===== src/hdl/accel_pkg.sv =====
package accel_pkg;
    localparam int          CLK_HZ      = 25_000_000;
    localparam int          AMP_HZ      = 61_500;
    localparam int          MOD_HZ      = 20_500;
    localparam int          AMP_DIV     = CLK_HZ / AMP_HZ;
    localparam int          AMP_PER_MOD = AMP_HZ / MOD_HZ;
    localparam int          TON_PERIODS = 5;
    localparam int          OUT_W       = 16;
    localparam int          TRIM_N      = 6;
    localparam int          DEC_MAX     = 512;
    localparam logic [6:0]  SLAVE_ADDR  = 7'h1d;
    // Register map
    localparam logic [6:0]  REG_CTRL1   = 7'h20;
    localparam logic [6:0]  REG_CTRL2   = 7'h21;
    localparam logic [6:0]  REG_THS     = 7'h22;
    localparam logic [6:0]  REG_INT_SRC = 7'h23;
    localparam logic [6:0]  REG_STATUS  = 7'h27;
    localparam logic [6:0]  REG_OUT_XL  = 7'h28;
    localparam logic [6:0]  REG_OUT_ZH  = 7'h2d;
    // Field positions
    localparam int          C1_POWER    = 6;
    localparam int          C1_RATE     = 4;
    localparam int          C2_SIM      = 0;
    localparam int          C2_RDY_PIN  = 1;
    localparam int          C2_INT_EN   = 2;
    localparam int          C2_MODE     = 4;
    localparam logic [7:0]  CTRL1_RST   = 8'h07;
    localparam logic [7:0]  CTRL2_RST   = 8'h02;
    localparam logic [7:0]  THS_RST     = 8'h10;
    localparam int          THS_SHIFT   = 4;

    typedef enum logic [1:0] {EV_WAKE, EV_DIR, EV_FALL, EV_NONE} ev_mode_t;

    // Decimation factor 512, 128, 32, 8 for rate codes 0..3
    function automatic logic [9:0] dec_of(input logic [1:0] rate);
        return 10'(DEC_MAX >> (2 * rate));
    endfunction

    function automatic logic [15:0] abs16(input logic signed [15:0] v);
        return v[15] ? 16'(-v) : 16'(v);
    endfunction
endpackage


===== src/hdl/axis_filter.sv =====
module axis_filter import accel_pkg::*; #(
    parameter int W = OUT_W
) (
    input  wire logic                clk,
    input  wire logic                reset,
    // Modulator side
    input  wire logic                tick,
    input  wire logic                bit_in,
    input  wire logic                run,
    input  wire logic [1:0]          rate,
    // Word side
    output logic signed [W-1:0]      word,
    output logic                     done
);
    logic [9:0] ones;
    logic [9:0] count;
    logic [9:0] total;

    assign total = ones + {9'h0, bit_in};

    // Count ones over one decimation window, then centre and scale
    always_ff @(posedge clk) begin
        done <= 1'b0;
        if (reset || !run) begin
            ones  <= 10'h0;
            count <= 10'h0;
            if (reset)
                word <= '0;
        end else if (tick) begin
            if (count == dec_of(rate) - 10'h1) begin
                word  <= W'(($signed({1'b0, total, 1'b0}) - $signed({2'b0, dec_of(rate)}))
                         <<< (2 * rate));
                ones  <= 10'h0;
                count <= 10'h0;
                done  <= 1'b1;
            end else begin
                ones  <= total;
                count <= count + 10'h1;
            end
        end
    end
endmodule // axis_filter


===== src/hdl/accel_readout_serial_front.sv =====
module accel_readout_serial_front import accel_pkg::*; (
    // Clock and reset
    input  wire logic        CLK,
    input  wire logic        RESET,
    // Analogue front end
    output logic             AMP_SAMPLE,
    output logic             MOD_SAMPLE,
    input  wire logic [2:0]  MOD_BITS,
    // Trim storage
    output logic [2:0]       NVM_ADDR,
    input  wire logic [7:0]  NVM_DATA,
    // Serial pads
    input  wire logic        CS,
    input  wire logic        SCL_CLK,
    input  wire logic        SDA_IN,
    output logic             SDA_OUT,
    output logic             SDA_OE_N,
    output logic             SOL_OUT,
    output logic             SOL_OE_N,
    // Event pin
    output logic             RDY_INT
);
    typedef enum logic [2:0] {I_IDLE, I_RX, I_ACK, I_TX, I_MACK} i2c_st_t;
    typedef enum logic [1:0] {K_ADDR, K_SUB, K_DATA} kind_t;

    logic [2:0]  cs_q, scl_q, sda_q;
    logic [2:0]  bits_m, bits_s;
    logic        cs_s, scl_s, sda_s, scl_d, sda_d, rise, fall, start, stop;
    logic [8:0]  amp_cnt;
    logic [1:0]  amp_ph;
    logic [2:0]  trim_idx;
    logic        trim_done;
    logic [7:0]  trim [TRIM_N];
    logic [7:0]  ctrl1, ctrl2, ths, int_src;
    logic [7:0]  out_b [6];
    logic signed [OUT_W-1:0] raw [3];
    logic signed [OUT_W-1:0] prev [3];
    logic [2:0]  done3;
    logic        run, valid, drdy;
    logic [2:0]  ton_cnt;
    // I2C side
    i2c_st_t     ist;
    kind_t       kind;
    logic [3:0]  icnt;
    logic [7:0]  ish, itx;
    logic [6:0]  iptr;
    logic        iai, irw, idrive;
    logic        i_wr, i_rd;
    logic [6:0]  i_a;
    logic [7:0]  i_d;
    // SPI side
    logic [2:0]  scnt;
    logic [7:0]  ssh, stx;
    logic [6:0]  sptr;
    logic        shdr, srw, sms, sout, sdrive;
    logic        s_wr, s_rd;
    logic [6:0]  s_a;
    logic [7:0]  s_d;
    logic        wr_ev, rd_ev, set_drdy;
    logic [6:0]  wr_a, rd_a;
    logic [7:0]  wr_d;
    logic [2:0]  ev_now;
    logic [7:0]  i_rdv, s_rdv;

    function automatic logic [7:0] rd(input logic [6:0] a);
        case (a)
            REG_CTRL1:   rd = ctrl1;
            REG_CTRL2:   rd = ctrl2;
            REG_THS:     rd = ths;
            REG_INT_SRC: rd = int_src;
            REG_STATUS:  rd = {4'h0, trim_done, valid, |int_src, drdy};
            default:     rd = (a >= REG_OUT_XL && a <= REG_OUT_ZH) ? out_b[3'(a - REG_OUT_XL)]
                                                                    : 8'h00;
        endcase
    endfunction

    // Read data at each interface's current pointer
    always_comb begin
        i_rdv = rd(iptr);
        s_rdv = rd(sptr);
    end

    // Remove zero offset and correct gain
    function automatic logic [OUT_W-1:0] cal(input logic signed [OUT_W-1:0] v,
                                             input logic [7:0] off, input logic [7:0] gain);
        logic signed [OUT_W:0]   d;
        logic signed [OUT_W+9:0] p;
        d = $signed({v[OUT_W-1], v}) - $signed({{(OUT_W-7){off[7]}}, off});
        p = d * $signed({1'b0, 9'h80} + {{2{gain[7]}}, gain});
        return p[OUT_W+6:7];
    endfunction

    // Pad and bitstream synchronisers
    always_ff @(posedge CLK) begin
        cs_q   <= {cs_q[1], cs_q[0], CS};
        scl_q  <= {scl_q[1], scl_q[0], SCL_CLK};
        sda_q  <= {sda_q[1], sda_q[0], SDA_IN};
        bits_m <= MOD_BITS;
        bits_s <= bits_m;
    end
    assign cs_s  = cs_q[1];
    assign scl_s = scl_q[1];
    assign sda_s = sda_q[1];
    assign scl_d = scl_q[2];
    assign sda_d = sda_q[2];
    assign rise  = scl_s && !scl_d;
    assign fall  = !scl_s && scl_d;
    assign start = cs_s && scl_s && scl_d && sda_d && !sda_s;
    assign stop  = cs_s && scl_s && scl_d && !sda_d && sda_s;

    // Sample strobes for amplifier and modulators
    always_ff @(posedge CLK) begin
        AMP_SAMPLE <= 1'b0;
        MOD_SAMPLE <= 1'b0;
        if (RESET) begin
            amp_cnt <= 9'h0;
            amp_ph  <= 2'h0;
        end else if (amp_cnt == 9'(AMP_DIV - 1)) begin
            amp_cnt    <= 9'h0;
            AMP_SAMPLE <= 1'b1;
            amp_ph     <= (amp_ph == 2'(AMP_PER_MOD - 1)) ? 2'h0 : amp_ph + 2'h1;
            MOD_SAMPLE <= (amp_ph == 2'(AMP_PER_MOD - 1));
        end else begin
            amp_cnt <= amp_cnt + 9'h1;
        end
    end

    // Trim download; storage answers one cycle after the address
    always_ff @(posedge CLK) begin
        if (RESET) begin
            trim_idx  <= 3'h0;
            trim_done <= 1'b0;
            for (int i = 0; i < TRIM_N; i++)
                trim[i] <= 8'h00;
        end else if (!trim_done) begin
            if (trim_idx != 3'h0)
                trim[trim_idx - 3'h1] <= NVM_DATA;
            trim_idx  <= (trim_idx == 3'(TRIM_N)) ? trim_idx : trim_idx + 3'h1;
            trim_done <= (trim_idx == 3'(TRIM_N));
        end
    end
    assign NVM_ADDR = trim_idx;

    assign run = trim_done && ctrl1[C1_POWER];

    for (genvar g = 0; g < 3; g++) begin : g_axis
        axis_filter #(.W(OUT_W)) u_filt (
            .clk    (CLK),
            .reset  (RESET),
            .tick   (MOD_SAMPLE),
            .bit_in (bits_s[g]),
            .run    (run),
            .rate   (ctrl1[C1_RATE +: 2]),
            .word   (raw[g]),
            .done   (done3[g])
        );
    end

    // Turn-on delay and output capture
    always_ff @(posedge CLK) begin
        if (RESET || !run) begin
            ton_cnt <= 3'h0;
            valid   <= 1'b0;
        end else if (done3[0]) begin
            if (ton_cnt != 3'(TON_PERIODS))
                ton_cnt <= ton_cnt + 3'h1;
            valid <= (ton_cnt >= 3'(TON_PERIODS - 1));
        end
    end

    always_ff @(posedge CLK) begin
        if (RESET) begin
            for (int i = 0; i < 6; i++)
                out_b[i] <= 8'h00;
            for (int i = 0; i < 3; i++)
                prev[i] <= '0;
        end else if (done3[0]) begin
            for (int i = 0; i < 3; i++) begin
                {out_b[2*i+1], out_b[2*i]} <= cal(raw[i], trim[2*i], trim[2*i+1]);
                prev[i] <= raw[i];
            end
        end
    end

    assign set_drdy = done3[0] && ton_cnt >= 3'(TON_PERIODS - 1);

    always_ff @(posedge CLK) begin
        if (RESET || !run)
            drdy <= 1'b0;
        else if (set_drdy)
            drdy <= 1'b1;
        else if (rd_ev && rd_a == REG_OUT_ZH)
            drdy <= 1'b0;
    end

    // Inertial events on enabled axes
    always_comb begin
        ev_now = 3'h0;
        for (int i = 0; i < 3; i++) begin
            if (ctrl1[i] && abs16(raw[i]) > (16'(ths) << THS_SHIFT))
                ev_now[EV_WAKE] = 1'b1;
            if (ctrl1[i] && raw[i][OUT_W-1] != prev[i][OUT_W-1])
                ev_now[EV_DIR] = 1'b1;
        end
        ev_now[EV_FALL] = |ctrl1[2:0];
        for (int i = 0; i < 3; i++)
            if (ctrl1[i] && abs16(raw[i]) >= (16'(ths) << THS_SHIFT))
                ev_now[EV_FALL] = 1'b0;
    end

    always_ff @(posedge CLK) begin
        if (RESET) begin
            int_src <= 8'h00;
        end else begin
            for (int i = 0; i < 3; i++)
                if (set_drdy && valid && ev_now[i] && ctrl2[C2_MODE +: 2] == 2'(i))
                    int_src[i] <= 1'b1;
                else if (rd_ev && rd_a == REG_INT_SRC)
                    int_src[i] <= 1'b0;
        end
    end

    always_ff @(posedge CLK) begin
        if (RESET)
            RDY_INT <= 1'b0;
        else
            RDY_INT <= ctrl2[C2_RDY_PIN] ? drdy : (ctrl2[C2_INT_EN] && |int_src);
    end

    // Register writes from whichever interface is selected
    assign wr_ev = cs_s ? i_wr : s_wr;
    assign wr_a  = cs_s ? i_a  : s_a;
    assign wr_d  = cs_s ? i_d  : s_d;
    assign rd_ev = cs_s ? i_rd : s_rd;
    assign rd_a  = cs_s ? i_a  : s_a;

    always_ff @(posedge CLK) begin
        if (RESET) begin
            ctrl1 <= CTRL1_RST;
            ctrl2 <= CTRL2_RST;
            ths   <= THS_RST;
        end else if (wr_ev) begin
            case (wr_a)
                REG_CTRL1: ctrl1 <= wr_d;
                REG_CTRL2: ctrl2 <= wr_d;
                REG_THS:   ths   <= wr_d;
                default:   ;
            endcase
        end
    end

    // I2C slave
    always_ff @(posedge CLK) begin
        i_wr <= 1'b0;
        i_rd <= 1'b0;
        if (RESET || !cs_s || stop) begin
            ist    <= I_IDLE;
            idrive <= 1'b0;
            kind   <= K_ADDR;
            icnt   <= 4'h0;
            ish    <= 8'h00;
            itx    <= 8'h00;
            iptr   <= 7'h0;
            iai    <= 1'b0;
            irw    <= 1'b0;
            i_a    <= 7'h0;
            i_d    <= 8'h00;
        end else if (start) begin
            ist    <= I_RX;
            kind   <= K_ADDR;
            icnt   <= 4'h0;
            idrive <= 1'b0;
        end else begin
            case (ist)
                I_RX: begin
                    if (rise) begin
                        ish  <= {ish[6:0], sda_s};
                        icnt <= icnt + 4'h1;
                    end else if (fall && icnt == 4'h8) begin
                        icnt <= 4'h0;
                        if (kind == K_ADDR && ish[7:1] != SLAVE_ADDR) begin
                            ist <= I_IDLE;
                        end else begin
                            ist    <= I_ACK;
                            idrive <= 1'b1;
                            case (kind)
                                K_ADDR: irw <= ish[0];
                                K_SUB: begin
                                    iptr <= ish[6:0];
                                    iai  <= ish[7];
                                end
                                default: begin
                                    i_wr <= 1'b1;
                                    i_a  <= iptr;
                                    i_d  <= ish;
                                    iptr <= iptr + {6'h0, iai};
                                end
                            endcase
                        end
                    end
                end
                I_ACK: begin
                    if (fall) begin
                        if (kind == K_ADDR && irw) begin
                            ist    <= I_TX;
                            itx    <= i_rdv;
                            idrive <= !i_rdv[7];
                            i_rd   <= 1'b1;
                            i_a    <= iptr;
                            iptr   <= iptr + {6'h0, iai};
                        end else begin
                            ist    <= I_RX;
                            idrive <= 1'b0;
                            kind   <= (kind == K_ADDR) ? K_SUB : K_DATA;
                        end
                    end
                end
                I_TX: begin
                    if (rise) begin
                        icnt <= icnt + 4'h1;
                    end else if (fall) begin
                        if (icnt == 4'h8) begin
                            ist    <= I_MACK;
                            idrive <= 1'b0;
                            icnt   <= 4'h0;
                        end else begin
                            itx    <= {itx[6:0], 1'b0};
                            idrive <= !itx[6];
                        end
                    end
                end
                I_MACK: begin
                    if (rise && sda_s) begin
                        ist <= I_IDLE;
                    end else if (fall) begin
                        ist    <= I_TX;
                        itx    <= i_rdv;
                        idrive <= !i_rdv[7];
                        i_rd   <= 1'b1;
                        i_a    <= iptr;
                        iptr   <= iptr + {6'h0, iai};
                    end
                end
                default: idrive <= 1'b0;
            endcase
        end
    end

    // SPI slave: sample on rising clock, shift out on falling clock
    always_ff @(posedge CLK) begin
        s_wr <= 1'b0;
        s_rd <= 1'b0;
        if (RESET || cs_s) begin
            scnt   <= 3'h0;
            ssh    <= 8'h00;
            stx    <= 8'h00;
            sptr   <= 7'h0;
            shdr   <= 1'b0;
            srw    <= 1'b0;
            sms    <= 1'b0;
            sout   <= 1'b0;
            sdrive <= 1'b0;
            s_a    <= 7'h0;
            s_d    <= 8'h00;
        end else if (rise) begin
            ssh  <= {ssh[6:0], sda_s};
            scnt <= scnt + 3'h1;
            if (scnt == 3'h7) begin
                if (!shdr) begin
                    shdr <= 1'b1;
                    srw  <= ssh[6];
                    sms  <= ssh[5];
                    sptr <= {1'b0, ssh[4:0], sda_s};
                end else if (!srw) begin
                    s_wr <= 1'b1;
                    s_a  <= sptr;
                    s_d  <= {ssh[6:0], sda_s};
                    sptr <= sptr + {6'h0, sms};
                end
            end
        end else if (fall && shdr && srw) begin
            if (scnt == 3'h0) begin
                stx    <= s_rdv;
                sout   <= s_rdv[7];
                sdrive <= 1'b1;
                s_rd   <= 1'b1;
                s_a    <= sptr;
                sptr   <= sptr + {6'h0, sms};
            end else begin
                stx  <= {stx[6:0], 1'b0};
                sout <= stx[6];
            end
        end
    end

    // Shared pads: open-drain in I2C, push-pull data in SPI
    assign SDA_OUT  = cs_s ? 1'b0 : sout;
    assign SDA_OE_N = cs_s ? !idrive : !(sdrive && ctrl2[C2_SIM]);
    assign SOL_OUT  = sout;
    assign SOL_OE_N = cs_s || !(sdrive && !ctrl2[C2_SIM]);
endmodule // accel_readout_serial_front


===== config.mk =====
export PLATFORM = sky130hd
export DESIGN_NAME = accel_readout_serial_front
export DESIGN_NICKNAME = d
export VERILOG_FILES = /design/src/hdl/accel_pkg.sv /design/src/hdl/axis_filter.sv /design/src/hdl/accel_readout_serial_front.sv
export SDC_FILE = /design/constraint.sdc
export NUM_CORES = 2
export LEC_CHECK = 0
export ABC_AREA = 1
export BUFFER_PORTS_ARGS = -buffer_cell sky130_fd_sc_hd__buf_4
export CORE_MARGIN = 2
export CORE_UTILIZATION = 55
export CTS_CLUSTER_SIZE = 40
export DETAILED_ROUTE_END_ITERATION = 7
export GPL_ROUTABILITY_DRIVEN = 0
export PLACE_DENSITY = 0.71
export SLEW_MARGIN = 20
export SYNTH_ARGS = -nofsm -noshare
export SYNTH_HDL_FRONTEND = slang
export SYNTH_SLANG_ARGS = --single-unit

===== constraint.sdc =====
create_clock -name CLK -period 8.6 [get_ports CLK]
set_clock_uncertainty 0.1 [all_clocks]
set_input_delay 1.29 -clock CLK [delete_from_list [all_inputs] [get_ports CLK]]
set_output_delay 1.29 -clock CLK [all_outputs]
set_load 0.02 [all_outputs]

==> flow_summary.html <==
<table>
<tr><th>Metric</th><th>Value</th></tr>
<tr><th colspan="2">Clock tree</th></tr>
<tr><td>Post-CTS Repair Setup Buffers</td><td>0</td></tr>
<tr><td>Clock latency at the later pin of the worst-skew pair</td><td>570 ps</td></tr>
<tr><td>Cts repair resizes</td><td>0</td></tr>
<tr><td>Inserted Clock Buffers</td><td>41</td></tr>
<tr><td>H-Tree Level Count</td><td>2</td></tr>
<tr><td>Clock slew seen by the registers of the worst setup and hold paths</td><td>60 ps</td></tr>
<tr><td>Sinks on Clock Net</td><td>366</td></tr>
<tr><td>Maximum buffer depth of the clock tree</td><td>3</td></tr>
<tr><td>Hold-fix buffer count after cts</td><td>0</td></tr>
<tr><td>Library cell used as clock root buffer</td><td>sky130_fd_sc_hd__clkbuf_16</td></tr>
<tr><td>TritonCTS clock tree</td><td>built</td></tr>
<tr><th colspan="2">Synth</th></tr>
<tr><td>Most common cell in the netlist</td><td>sky130_fd_sc_hd__nand2_1</td></tr>
<tr><td>Leading cell types by total area after synthesis</td><td>sky130_fd_sc_hd__fa_1, sky130_fd_sc_hd__dfxtp_1, sky130_fd_sc_hd__ha_1, sky130_fd_sc_hd__nand2_1, sky130_fd_sc_hd__inv_1</td></tr>
<tr><td>Most area-hungry cell type in the Yosys netlist</td><td>sky130_fd_sc_hd__fa_1</td></tr>
<tr><td>Post-synth design cell area</td><td>36,000 sq um</td></tr>
<tr><td>Gate Count Post-Synth</td><td>4,947</td></tr>
<tr><td>Proportion of synthesized flip-flops having asynchronous set or reset</td><td>0%</td></tr>
<tr><td>Proportion of synthesized chip area in sequential cells</td><td>23.0%</td></tr>
<tr><td>Nets in the synthesized netlist</td><td>5,568</td></tr>
<tr><td>Most frequently used flop master after synthesis</td><td>sky130_fd_sc_hd__dfxtp_1</td></tr>
<tr><td>Synth top area share</td><td>16.4%</td></tr>
<tr><td>Count of synthesis-stage warnings from yosys</td><td>0</td></tr>
<tr><td>Top cells by instance count after synthesis</td><td>sky130_fd_sc_hd__nand2_1, sky130_fd_sc_hd__inv_1, sky130_fd_sc_hd__nor2_1, sky130_fd_sc_hd__a21oi_1, sky130_fd_sc_hd__ha_1</td></tr>
<tr><td>Number of synthesized register bits</td><td>366</td></tr>
<tr><td>Avg Cell Area, Syn</td><td>7.27 sq um</td></tr>
<tr><td>Post-synth cell types</td><td>71</td></tr>
<tr><td>Count of flip-flops with a built-in enable after synthesis</td><td>96</td></tr>
<tr><th colspan="2">Floorplanning</th></tr>
<tr><td>Number of placement rows</td><td>93</td></tr>
<tr><td>Die Wd</td><td>260 um</td></tr>
<tr><td>CORE AREA</td><td>64,600 sq um</td></tr>
<tr><td>Number of top-level design ports</td><td>26</td></tr>
<tr><td>Die height</td><td>260 um</td></tr>
<tr><td>Area enclosed by the die boundary</td><td>67,500 sq um</td></tr>
<tr><td>Initial cell density of the core</td><td>55.7%</td></tr>
<tr><th colspan="2">Drt</th></tr>
<tr><td>Number of antenna-violating nets in the routed design</td><td>0</td></tr>
<tr><td>Routed length per placed instance</td><td>16.8 um</td></tr>
<tr><td>DRC violation count after routing</td><td>0</td></tr>
<tr><td>DRT iter0 DRCs</td><td>3,180</td></tr>
<tr><td>Number of iterations in the first detailed-routing pass</td><td>7</td></tr>
<tr><td>Total via count after detailed routing</td><td>32,000</td></tr>
<tr><td>Vias per cell</td><td>5.51</td></tr>
<tr><td>Total detailed-routing wirelength</td><td>97.4 mm</td></tr>
<tr><th colspan="2">Timing</th></tr>
<tr><td>TNS Setup</td><td>0 ps</td></tr>
<tr><td>Actual transition at the worst max-transition pin</td><td>1020 ps</td></tr>
<tr><td>Final number of setup-violating endpoints</td><td>0</td></tr>
<tr><td>Worst slew margin relative to its limit</td><td>31.4%</td></tr>
<tr><td>Maximum achievable frequency</td><td>140 MHz</td></tr>
<tr><td>RSZ-0062 raised after global routing</td><td>no</td></tr>
<tr><td>Count of endpoints failing hold in the final timing report</td><td>0</td></tr>
<tr><td>Smallest setup slack after layout</td><td>1480 ps</td></tr>
<tr><td>Final period utilization</td><td>82.8%</td></tr>
<tr><td>Number of pins exceeding their max-slew limit in the final report</td><td>0</td></tr>
<tr><td>Minimum clock period after layout</td><td>7120 ps</td></tr>
<tr><th colspan="2">Setup path</th></tr>
<tr><td>Worst-path fanout max</td><td>8</td></tr>
<tr><td>Crit path launch type</td><td>flop</td></tr>
<tr><td>Largest incremental delay on the critical path</td><td>590 ps</td></tr>
<tr><td>Most common cell type on the critical path</td><td>sky130_fd_sc_hd__fa_1</td></tr>
<tr><td>CP arrival</td><td>7480 ps</td></tr>
<tr><td>Kind of critical path</td><td>flop to flop</td></tr>
<tr><td>Slowest stage cell, crit path</td><td>sky130_fd_sc_hd__xor2_1</td></tr>
<tr><td>Data required, critical path</td><td>8960 ps</td></tr>
<tr><td>Element type at the critical path end</td><td>flop</td></tr>
<tr><th colspan="2">Power</th></tr>
<tr><td>Combinational Power Share</td><td>67.0%</td></tr>
<tr><td>Max rail drop VDD</td><td>0.000343 V</td></tr>
<tr><td>Fraction of power spent switching nets</td><td>50.3%</td></tr>
<tr><td>Part of the total power dissipated in sequential elements</td><td>16.5%</td></tr>
<tr><td>Leakage power</td><td>0.0188 uW</td></tr>
<tr><td>Pint</td><td>5710 uW</td></tr>
<tr><td>Proportion of power drawn by the clock network</td><td>16.5%</td></tr>
<tr><td>Pwr Density</td><td>299 nW/um^2</td></tr>
<tr><td>Switching power total</td><td>5770 uW</td></tr>
<tr><th colspan="2">Global routing</th></tr>
<tr><td>Vias in the first global route</td><td>30,600</td></tr>
<tr><td>Pin count of the biggest net entering global routing</td><td>36</td></tr>
<tr><td>Global-route wire length before repair</td><td>158 mm</td></tr>
<tr><td>Initial antenna violation count</td><td>3</td></tr>
<tr><td>Overall track demand over capacity in global routing</td><td>29.2%</td></tr>
<tr><td>Sum of overflow across all layers after global routing</td><td>0</td></tr>
<tr><th colspan="2">Final layout</th></tr>
<tr><td>Fill count</td><td>6,042</td></tr>
<tr><td>Post-layout net count</td><td>5,543</td></tr>
<tr><td>Multi-input combinational cell area</td><td>23,300 sq um</td></tr>
<tr><td>Layout-stage area growth over the synthesis result</td><td>6.63%</td></tr>
<tr><td>Storage element area</td><td>8290 sq um</td></tr>
<tr><td>Final antenna diode count</td><td>0</td></tr>
<tr><td>Share of cells above drive strength 1</td><td>4.30%</td></tr>
<tr><th colspan="2">Placed design</th></tr>
<tr><td>IO buf count</td><td>25</td></tr>
<tr><td>Pre-CTS WS</td><td>1560 ps</td></tr>
<tr><td>Sum of net half-perimeters after detailed placement</td><td>77.6 mm</td></tr>
<tr><th colspan="2">Job</th></tr>
<tr><td>Max_cap viols</td><td>0</td></tr>
<tr><th colspan="2">Hold path</th></tr>
<tr><td>Min-Delay Path Class</td><td>flop to flop</td></tr>
<tr><th colspan="2">Outcome</th></tr>
<tr><td>Run status</td><td>finished clean</td></tr>
</table>
final timing paths:
path,start,to,slack (ps),cells after the start
worst min register to register,bits_m[0],bits_s[0],220,0
worst max-delay path,trim[2][0],out_b[23],1480,28
worst min-delay path,bits_m[0],bits_s[0],220,0
worst max register to register,trim[2][0],out_b[23],1480,28
cell type report:
class | count | share of cell area [%]
multi-input cells | 3435 | 60.9
flip-flops and latches | 366 | 21.6
inverters | 1036 | 10.1
clock buffers | 60 | 3.12
well taps | 855 | 2.79
repair buffers | 42 | 0.822
clock inverters | 15 | 0.662
placed cells by master, fill, tap and decap left out, types with 6 or more instances in the layout:
cell type / count
sky130_fd_sc_hd__clkbuf_8: 8
sky130_fd_sc_hd__clkbuf_1: 10
sky130_fd_sc_hd__o21bai_1: 10
sky130_fd_sc_hd__or2_2: 11
sky130_fd_sc_hd__o21ai_1: 21
sky130_fd_sc_hd__nor3_2: 7
sky130_fd_sc_hd__edfxtp_1: 96
sky130_fd_sc_hd__o221ai_1: 13
sky130_fd_sc_hd__clkinv_1: 7
sky130_fd_sc_hd__clkbuf_16: 42
sky130_fd_sc_hd__nand2_2: 21
sky130_fd_sc_hd__bufinv_16: 6
sky130_fd_sc_hd__buf_4: 42
sky130_fd_sc_hd__or2_1: 14
sky130_fd_sc_hd__a31oi_1: 17
sky130_fd_sc_hd__xnor2_1: 37
sky130_fd_sc_hd__nor3_1: 44
sky130_fd_sc_hd__o2111ai_1: 11
sky130_fd_sc_hd__inv_1: 1007
sky130_fd_sc_hd__nor2_2: 10
sky130_fd_sc_hd__a221oi_1: 14
sky130_fd_sc_hd__a211oi_1: 15
sky130_fd_sc_hd__dfxtp_1: 270
sky130_fd_sc_hd__xor2_1: 75
sky130_fd_sc_hd__inv_2: 23
sky130_fd_sc_hd__nand2_1: 1032
sky130_fd_sc_hd__nand3_1: 188
sky130_fd_sc_hd__fa_1: 294
sky130_fd_sc_hd__ha_1: 311
sky130_fd_sc_hd__nand4_1: 39
sky130_fd_sc_hd__a21oi_1: 318
sky130_fd_sc_hd__nor2_1: 471
sky130_fd_sc_hd__o22ai_1: 60
sky130_fd_sc_hd__o211ai_1: 14
sky130_fd_sc_hd__o21ai_0: 288
sky130_fd_sc_hd__a21o_1: 9
sky130_fd_sc_hd__nor4_1: 11
per-stage QoR:
| stage | total power, uW | area [sq um] | hold WS (ps) | utilization (%) | instances |
|---|---|---|---|---|---|
| after floorplan | 7600 | 36000 | 210 | - | 4947 |
| after global placement | 9410 | 36900 | 210 | 57.1 | 5734 |
| after detailed placement | 9530 | 36900 | 214 | 57.2 | 5734 |
| after CTS | 11500 | 38400 | 227 | 59.4 | 5809 |
| after global routing | 12700 | 38400 | 230 | 59.4 | 5809 |
| final | 11500 | 38400 | 225 | 59.4 | 5809 |
critical path: cells and delay by family (launching register included):
family,cells,cell delay (ps)
buffers and inverters,5,340
AOI/OAI and AO/OA,6,1230
DFF,1,560
and+or+nand+nor,9,910
xor gates and xnor gates,1,590
adders and majority gates,7,3250
power by group through the flow:
stage | registers, uW | logic, uW | clock network [uW]
after floorplan | 1860 | 5740 | 0
after global placement | 1930 | 7490 | 0
after detailed placement | 1930 | 7610 | 0
after CTS | 1890 | 7670 | 1910
after global routing | 1900 | 8850 | 1990
final | 1890 | 7700 | 1890
metal layers:
| layer | wire length [um] | track usage, % | up-vias | share of wire [%] |
|---|---|---|---|---|
| met5 | 27 | 0 | - | 0.028 |
| met4 | 3190 | 9.43 | 4 | 3.3 |
| met3 | 8130 | 4.59 | 211 | 8.3 |
| met2 | 43400 | 46.9 | 1202 | 45 |
| met1 | 42700 | 40.2 | 15000 | 44 |
| li1 | - | - | 15600 | - |
sequential cells by signal, indices dropped and copies added, names as in the netlist, 4 cells and up:
name	cells
amp_cnt	9
ctrl1	8
ctrl2	8
g_axis.u_filt.count	30
g_axis.u_filt.ones	30
g_axis.u_filt.word	45
i_a	7
i_d	8
icnt	4
iptr	7
ish	8
itx	7
out_b	48
s_a	7
s_d	8
sptr	7
ssh	7
stx	7
ths	8
trim	48
kinds of logic (layout without fill, tap and decap cells):
logic type | count (synthesis) | in the layout | share of synthesized area [%]
simple gates | 1885 | 1885 | 21.8
xor+xnor | 114 | 114 | 2.82
mux | 1 | 1 | 0.0278
buf+inv | 1146 | 1153 | 12.1
fa+ha+maj | 605 | 605 | 27.2
flops | 366 | 366 | 23.0
compound gates | 830 | 830 | 13.0
Note: power is estimated with default switching activity, not from simulation.
